## src/common/sdes_pkg.sv

```systemverilog
/*
 * Package for the switch drop event status block: register offsets,
 * field positions, reset values, drop cause codes and bus carriers.
 * Assumes an AXI4-Lite slave with 32-bit data and word-aligned access.
 */
package sdes_pkg;

	localparam logic [11:0] OFF_STATUS = 12'h000;
	localparam logic [11:0] OFF_MASK   = 12'h004;

	localparam int B_CAUSE_HI = 14;
	localparam int B_CAUSE_LO = 11;
	localparam int B_PORT_HI  = 10;
	localparam int B_PORT_LO  = 9;
	localparam int B_VALID    = 8;
	localparam int A_CAUSE_HI = 7;
	localparam int A_CAUSE_LO = 4;
	localparam int A_PORT_HI  = 3;
	localparam int A_PORT_LO  = 2;
	localparam int A_VALID    = 1;
	localparam int PENDING    = 0;

	localparam logic       MASK_RESET = 1'h1;
	localparam logic [1:0] RESP_OKAY   = 2'h0;
	localparam logic [1:0] RESP_SLVERR = 2'h2;

	typedef enum logic [3:0] {
		CAUSE_UNTAGGED      = 4'h0,
		CAUSE_SRC_NOT_MEM_U = 4'h1,
		CAUSE_SRC_BLOCKED   = 4'h2,
		CAUSE_DST_BLOCKED   = 4'h3,
		CAUSE_DST_NOT_MEM   = 4'h4,
		CAUSE_SRC_NOT_MEM_K = 4'h5,
		CAUSE_UNK_UNICAST   = 4'h6,
		CAUSE_UNK_MCAST     = 4'h7,
		CAUSE_BCAST_LIMIT   = 4'h8,
		CAUSE_SRC_BLOCKED_U = 4'h9,
		CAUSE_SAME_PORT     = 4'ha,
		CAUSE_FILTERED      = 4'hb,
		CAUSE_VID_FFF       = 4'he
	} sdes_cause_t;

	localparam logic [11:0] VID_RESERVED = 12'hfff;

	// Facts about one dropped frame, as offered by the forwarding engine.
	typedef struct packed {
		logic       drop;
		logic [1:0] port;
		logic       tagged_only_admit;
		logic       untagged;
		logic       membership_check;
		logic       admit_non_member;
		logic       src_member;
		logic       dst_member;
		logic       found;
		logic       src_forwarding;
		logic       dst_forwarding;
		logic       dst_same_port;
		logic       filter_flag;
		logic       drop_unknown;
		logic       filter_multicast;
		logic       is_unicast;
		logic       is_multicast;
		logic       bcast_over_limit;
		logic [11:0] vid;
	} sdes_drop_t;

	typedef struct packed {
		logic        valid;
		logic [3:0]  cause;
		logic [1:0]  port;
	} sdes_capture_t;

endpackage : sdes_pkg

```

## src/sdes_drop_status.sv

```systemverilog
/*
 * Drop event status capture with AXI4-Lite register access.
 * Assumes the forwarding engine presents one drop descriptor per cycle,
 * synchronous to aclk, with drop high for exactly the frames dropped.
 */
// Behaviour
// - Set-B cause sits in bits 14:11, meaningful while bit 8 set.
// - Code 0000: tagged-only admit and untagged or priority-tagged frame.
// - Source not VLAN member: 0001 if destination unknown, 0101 if found.
// - Found destination: 0010 source not forwarding, 0011 destination not.
// - Code 0100: found destination not member of frame's VLAN.
// - Code 0110: drop-unknown set and unicast destination missing.
// - Code 0111: multicast filtering set and multicast destination missing.
// - Code 1000: broadcast over throttling limit.
// - Code 1001: unknown or broadcast destination, source not forwarding.
// - Code 1010: found destination equals ingress port.
// - Code 1011: found destination entry has its filter flag.
// - Code 1110 for VLAN FFFh; codes 1100, 1101, 1111 never reported.
// - Set-B ingress port in bits 10:9, valid while bit 8 set.
// - Set-B valid bit 8 marks capture; resets zero, clears on read.
// - Set-A cause in bits 7:4, same encoding, valid while bit 1.
// - Set-A ingress port in bits 3:2, valid while bit 1 set.
// - Set-A valid bit 1 marks capture; resets zero, clears on read.
// - Pending bit 0 set by any drop; resets zero, clears on read.
// - Two capture sets hold a second drop while first awaits a read.
// - Mask bit, set at reset, suppresses interrupt but not status.
`timescale 1ns/1ps
module sdes_drop_status (
	input  wire logic              aclk,
	input  wire logic              aresetn,
	input  wire logic              clk_en,
	input  wire sdes_pkg::sdes_drop_t drop_in,
	input  wire logic [11:0]       s_axi_awaddr,
	input  wire logic              s_axi_awvalid,
	output logic                   s_axi_awready,
	input  wire logic [31:0]       s_axi_wdata,
	input  wire logic [3:0]        s_axi_wstrb,
	input  wire logic              s_axi_wvalid,
	output logic                   s_axi_wready,
	output logic [1:0]             s_axi_bresp,
	output logic                   s_axi_bvalid,
	input  wire logic              s_axi_bready,
	input  wire logic [11:0]       s_axi_araddr,
	input  wire logic              s_axi_arvalid,
	output logic                   s_axi_arready,
	output logic [31:0]            s_axi_rdata,
	output logic [1:0]             s_axi_rresp,
	output logic                   s_axi_rvalid,
	input  wire logic              s_axi_rready,
	output logic                   switch_irq
);
	import sdes_pkg::*;

	////////////////////////////////////////////////////////////////////////
	// Cause encoding. Order sets precedence when several causes hold.

	sdes_cause_t next_cause;

	always_comb begin
		next_cause = CAUSE_UNTAGGED;
		if (drop_in.vid == VID_RESERVED) begin
			next_cause = CAUSE_VID_FFF;
		end else if (drop_in.tagged_only_admit && drop_in.untagged) begin
			next_cause = CAUSE_UNTAGGED;
		end else if (drop_in.bcast_over_limit) begin
			next_cause = CAUSE_BCAST_LIMIT;
		end else if (!drop_in.found) begin
			if (drop_in.membership_check && !drop_in.admit_non_member &&
			    !drop_in.src_member) begin
				next_cause = CAUSE_SRC_NOT_MEM_U;
			end else if (!drop_in.src_forwarding) begin
				next_cause = CAUSE_SRC_BLOCKED_U;
			end else if (drop_in.drop_unknown && drop_in.is_unicast) begin
				next_cause = CAUSE_UNK_UNICAST;
			end else begin
				next_cause = CAUSE_UNK_MCAST;
			end
		end else begin
			if (drop_in.filter_flag) begin
				next_cause = CAUSE_FILTERED;
			end else if (drop_in.dst_same_port) begin
				next_cause = CAUSE_SAME_PORT;
			end else if (!drop_in.src_forwarding) begin
				next_cause = CAUSE_SRC_BLOCKED;
			end else if (!drop_in.dst_forwarding) begin
				next_cause = CAUSE_DST_BLOCKED;
			end else if (drop_in.membership_check &&
			             !drop_in.admit_non_member &&
			             !drop_in.src_member) begin
				next_cause = CAUSE_SRC_NOT_MEM_K;
			end else begin
				next_cause = CAUSE_DST_NOT_MEM;
			end
		end
	end

	////////////////////////////////////////////////////////////////////////
	// AXI4-Lite handshakes. One word per access; ready is a one-cycle pulse.

	logic aw_hold;
	logic w_hold;
	logic [11:0] aw_addr;
	logic [31:0] w_data;
	logic [3:0]  w_strb;
	logic        do_write;
	logic        do_read;

	assign do_write = aw_hold && w_hold && !s_axi_bvalid;
	assign do_read  = s_axi_arvalid && !s_axi_arready && !s_axi_rvalid;

	always_ff @(posedge aclk) begin
		if (!aresetn) begin
			aw_hold       <= 1'b0;
			w_hold        <= 1'b0;
			aw_addr       <= 12'h000;
			w_data        <= 32'h00000000;
			w_strb        <= 4'h0;
			s_axi_awready <= 1'b0;
			s_axi_wready  <= 1'b0;
			s_axi_bvalid  <= 1'b0;
			s_axi_bresp   <= RESP_OKAY;
		end else if (clk_en) begin
			s_axi_awready <= s_axi_awvalid && !aw_hold && !s_axi_awready;
			s_axi_wready  <= s_axi_wvalid && !w_hold && !s_axi_wready;
			if (s_axi_awvalid && s_axi_awready) begin
				aw_hold <= 1'b1;
				aw_addr <= s_axi_awaddr;
			end
			if (s_axi_wvalid && s_axi_wready) begin
				w_hold <= 1'b1;
				w_data <= s_axi_wdata;
				w_strb <= s_axi_wstrb;
			end
			if (do_write) begin
				aw_hold      <= 1'b0;
				w_hold       <= 1'b0;
				s_axi_bvalid <= 1'b1;
				s_axi_bresp  <= (aw_addr[11:2] == OFF_MASK[11:2] ||
				                 aw_addr[11:2] == OFF_STATUS[11:2]) ?
				                RESP_OKAY : RESP_SLVERR;
			end else if (s_axi_bvalid && s_axi_bready) begin
				s_axi_bvalid <= 1'b0;
			end
		end
	end

	////////////////////////////////////////////////////////////////////////
	// Mask register.

	logic mask;

	always_ff @(posedge aclk) begin
		if (!aresetn) begin
			mask <= MASK_RESET;
		end else if (clk_en && do_write && w_strb[0] &&
		             aw_addr[11:2] == OFF_MASK[11:2]) begin
			mask <= w_data[0];
		end
	end

	////////////////////////////////////////////////////////////////////////
	// Capture sets. A read clears what it returned; a drop landing in the
	// read cycle is kept, because it loads into the set the read frees.

	sdes_capture_t set_a;
	sdes_capture_t set_b;
	logic          pending;
	logic          status_read;
	logic [31:0]   status_word;

	assign status_read = clk_en && do_read &&
	                     s_axi_araddr[11:2] == OFF_STATUS[11:2];

	always_comb begin
		status_word = 32'h00000000;
		status_word[B_CAUSE_HI:B_CAUSE_LO] = set_b.cause;
		status_word[B_PORT_HI:B_PORT_LO]   = set_b.port;
		status_word[B_VALID]               = set_b.valid;
		status_word[A_CAUSE_HI:A_CAUSE_LO] = set_a.cause;
		status_word[A_PORT_HI:A_PORT_LO]   = set_a.port;
		status_word[A_VALID]               = set_a.valid;
		status_word[PENDING]               = pending;
	end

	always_ff @(posedge aclk) begin
		if (!aresetn) begin
			set_a   <= '0;
			set_b   <= '0;
			pending <= 1'b0;
		end else if (clk_en) begin
			if (status_read) begin
				set_a   <= '0;
				set_b   <= '0;
				pending <= 1'b0;
			end
			if (drop_in.drop) begin
				pending <= 1'b1;
				if (status_read || !set_a.valid) begin
					set_a <= '{1'b1, 4'(next_cause), drop_in.port};
				end else if (!set_b.valid) begin
					set_b <= '{1'b1, 4'(next_cause), drop_in.port};
				end
			end
		end
	end

	////////////////////////////////////////////////////////////////////////
	// Read channel and interrupt.

	always_ff @(posedge aclk) begin
		if (!aresetn) begin
			s_axi_arready <= 1'b0;
			s_axi_rvalid  <= 1'b0;
			s_axi_rdata   <= 32'h00000000;
			s_axi_rresp   <= RESP_OKAY;
		end else if (clk_en) begin
			s_axi_arready <= do_read;
			if (do_read) begin
				s_axi_rvalid <= 1'b1;
				s_axi_rresp  <= RESP_OKAY;
				if (s_axi_araddr[11:2] == OFF_STATUS[11:2]) begin
					s_axi_rdata <= status_word;
				end else if (s_axi_araddr[11:2] == OFF_MASK[11:2]) begin
					s_axi_rdata <= {31'h00000000, mask};
				end else begin
					s_axi_rdata <= 32'h00000000;
					s_axi_rresp <= RESP_SLVERR;
				end
			end else if (s_axi_rvalid && s_axi_rready) begin
				s_axi_rvalid <= 1'b0;
			end
		end
	end

	always_ff @(posedge aclk) begin
		if (!aresetn) begin
			switch_irq <= 1'b0;
		end else if (clk_en) begin
			switch_irq <= pending && !mask && !status_read;
		end
	end

endmodule : sdes_drop_status

```

## config.mk

```make
export PLATFORM = sky130hd
export DESIGN_NAME = sdes_drop_status
export DESIGN_NICKNAME = d
export VERILOG_FILES = /design/src/common/sdes_pkg.sv /design/src/sdes_drop_status.sv
export SDC_FILE = /design/constraint.sdc
export NUM_CORES = 1
export LEC_CHECK = 0
export BUFFER_PORTS_ARGS = -buffer_cell sky130_fd_sc_hd__buf_2
export CAP_MARGIN = 20
export CORE_ASPECT_RATIO = 1.1
export CORE_MARGIN = 2
export CORE_UTILIZATION = 39
export DETAILED_ROUTE_END_ITERATION = 10
export PLACE_DENSITY_LB_ADDON = 0.05
export SLEW_MARGIN = 20
export SYNTH_ARGS = -nofsm -noshare
export SYNTH_HDL_FRONTEND = slang
export SYNTH_SLANG_ARGS = --single-unit
```

## constraint.sdc

```tcl
create_clock -name aclk -period 1.5 [get_ports aclk]
set_clock_uncertainty 0.05 [all_clocks]
set_input_delay 0.075 -clock aclk [delete_from_list [all_inputs] [get_ports aclk]]
set_output_delay 0.075 -clock aclk [all_outputs]
set_load 0.05 [all_outputs]
```

==> flow_metrics.py <==
metrics = {
    "layout": {
        "multiInputGateArea_sq_mm": 0.00123,
        "finalInstanceArea_sq_mm": 0.00319,
        "final_cells": 442,
        "final_nets": 460,
        "drive_gt1_frac": 0.354,
        "area_growth_pct": 31.3,
        "insertedDiodeCount": 0,
        "final-seq-area_sq_mm": 0.00107,
        "fill_cells": 603,
    },
    "timing": {
        "final.setup.worst_slack_ps": -42.4,
        "period_minus_slack_ps": 1540,
        "grt_setup_unrepaired": "true",
        "fin_crit_sh": 1.03,
        "fmaxAchievable_mhz": 648,
        "finalSetupTns_ps": -265,
        "drv_slew": 0,
        "hold_viol_final": 0,
        "setup_violations": 11,
    },
    "floorplan": {
        "die_area_sq_mm": 0.00688,
        "die_h_um": 86.8,
        "core_area_sq_mm": 0.00612,
        "placementRows": 30,
        "io_pins": 141,
        "start_util": 0.397,
        "die_width_um": 79.3,
    },
    "setup_path": {
        "crit_path_end_kind": "flop",
        "worstPathRequired_ps": 1650,
        "reg2reg_to": "set_b[5]$_SDFFE_PN0P_",
        "r2r_start": "s_axi_arready$_SDFFE_PN0P_",
        "critPathKind": "reg -> reg",
        "start_kind": "flop",
        "crit_path_end": "set_b[5]$_SDFFE_PN0P_",
        "regToRegSetupSlack_ps": -40,
        "crit_start": "s_axi_arready$_SDFFE_PN0P_",
        "crit_fanout": 6,
        "crit_arrival_ps": 1690,
        "rr_worst_depth": 5,
    },
    "logic_synthesis": {
        "netlist.area_leader.share": 0.436,
        "synthMuxAreaShare": 0.0124,
        "async_flop_share": 0,
        "synth_area_leaders": "dfxtp_1 44%, buf_4 5.9%, nor2b_1 5.7%, nand2_1 5.2%, a21boi_0 4.9%",
        "ys.flop_type": "dfxtp_1",
        "synth_seq_cells": 53,
        "synth.distinct_cells": 48,
        "yosys.area_share.adder": 0,
        "synth-edff-count": 0,
        "yosys.area.top_type": "dfxtp_1",
        "synth_common_cells": "53 x dfxtp_1, 34 x nand2_1, 22 x nor2b_1",
        "synth_cells": 257,
        "synth-simple-area-share": 0.269,
        "synth_compound_area_frac": 0.180,
        "avgSynthCellArea_sq_um": 9.46,
        "synth_top_family_by_area": "simple AND/OR/NAND/NOR gates",
        "yosys_warnings": 0,
        "yosysMostFrequentCell": "dfxtp_1",
        "synthesis.area_sq_mm": 0.00243,
        "ys_seq_area_frac": 0.436,
        "synth_xor_area_frac": 0,
    },
    "clock_network": {
        "post_cts_buffers": 0,
        "path_clk_slew_ps": 100,
        "cts_buffers": 5,
        "cts_root_buf": "clkbuf_8",
        "cts_tree": "yes",
        "ctsLongestPathBuffers": 2,
        "htree_levels": 2,
        "clk_latency_ps": 310,
        "cts_sinks": 53,
    },
    "routing": {
        "ant_nets": 0,
        "via_per_inst": 4.64,
        "post_drt_wl_per_cell_um": 12.0,
        "vias": 2050,
        "drt_first_pass_iters": 4,
        "drt_wl_total_um": 5320,
        "initialDrtViolationCount": 38,
        "drc": 0,
    },
    "power_and_ir_drop": {
        "p_leak_nw": 1.36,
        "vdd_drop_max_v": 0.000512,
        "power_density_mw_per_mm2": 859,
        "p_total_mw": 2.74,
    },
    "grt": {
        "grtUsageTotal": 0.164,
        "grt_max_degree": 19,
        "overflow": 0,
        "grt_pass1_wl_um": 8910,
        "grt_pass1_vias": 1943,
        "antenna_found_initial": 0,
    },
    "place": {
        "post-dp-hpwl_um": 4050,
        "dpl.cell_count": 419,
        "gp_congestion": 0.732,
        "placed_area_sq_mm": 0.00290,
        "pre_cts_ws_ps": -34.3,
        "io_buffers": 80,
    },
    "run": {
        "cap_viol_max_count": 0,
    },
    "worst_hold_path": {
        "hp-class": "in -> reg",
    },
    "outcome": {
        "outcome": "finished with violations",
        "violations": "negative setup slack",
    },
}
## power breakdown
part | switching [mW] | internal [mW]
combinational | 0.268 | 0.173
clock | 0.471 | 0.375
sequential | 0.0203 | 1.43
total | 0.759 | 1.98
## per-layer routing
| layer | track usage | part of all wire |
|---|---|---|
| met5 | 0 | 0 |
| met2 | 0.283 | 0.50 |
| met1 | 0.202 | 0.45 |
| met4 | 0.0455 | 0.011 |
| met3 | 0.0417 | 0.040 |
## kinds of logic after synthesis
logic type / Yosys count
simple gates: 108
compound gates: 57
flops: 53
buf+inv: 35
mux: 3
other cells: 1
## layout by cell type, fill, tap and decap left out, drive strengths merged, types with 6 or more instances in the layout
cell type,synthesis,final
buf,25,96
dfxtp,53,53
nand2,37,37
nor2b,22,22
conb,1,19
a21boi,18,18
dlygate4sd3,0,15
a22oi,15,15
nor2,9,9
a22o,6,6
clkbuf,7,6
## flip-flops by register name, summed over array words and instances, names as in the netlist
name	flops
s_axi_rdata	15
aw_addr	10
set_a	7
set_b	7
aw_hold	1
mask	1
pending	1
s_axi_arready	1
s_axi_awready	1
s_axi_bresp	1
s_axi_bvalid	1
s_axi_rresp	1
s_axi_rvalid	1
s_axi_wready	1
switch_irq	1
w_data	1
w_hold	1
w_strb	1
## cell type report
| type | instances | share of cell area |
|---|---|---|
| clock inverters | 2 | 0.00431 |
| flip-flops and latches | 53 | 0.335 |
| repair buffers | 111 | 0.214 |
| multi-input cells | 187 | 0.387 |
| well taps | 80 | 0.0314 |
| inverters | 3 | 0.00353 |
| clock buffers | 6 | 0.0259 |
## how the worst min path moves through the flow
stage            startpoint                         to  slack, ps  cells after the start
3_3_place_gp    drop_in[28]      set_b[0]$_SDFFE_PN0P_        270                      2
4_1_cts        s_axi_bready  s_axi_bvalid$_SDFFE_PN0P_         20                      4
2_1_floorplan   drop_in[28]      set_b[0]$_SDFFE_PN0P_        150                      1
6_report            aresetn          mask$_SDFFE_PN1P_         30                      2
3_5_place_dp    drop_in[28]      set_b[0]$_SDFFE_PN0P_        270                      2
5_1_grt             aresetn          mask$_SDFFE_PN1P_         30                      2
## repair_timing
item / 4_1_cts / 5_1_grt
endpoints found under the hold margin: 15 / 0
endpoints found under the setup margin: 23 / 28
gates resized for setup: 7 / 4
pin swaps: 6 / 3
hold buffers: 15 / 0
## metrics by stage
stage | hold WS (ps) | utilization
detailed placement | 272 | 0.474
finish | 28.3 | 0.522
floorplan | 150 | -
CTS | 23.6 | 0.519
global route | 32.4 | 0.522
global placement | 267 | 0.474
## critical path, cell delays in order (launching register included)
cell	delay (ps)
dfxtp_4	360
nor4bb_4	330
and4_1	250
buf_6	140
nor3b_4	70
a22o_1	230
(Power assumes the default switching activity.)
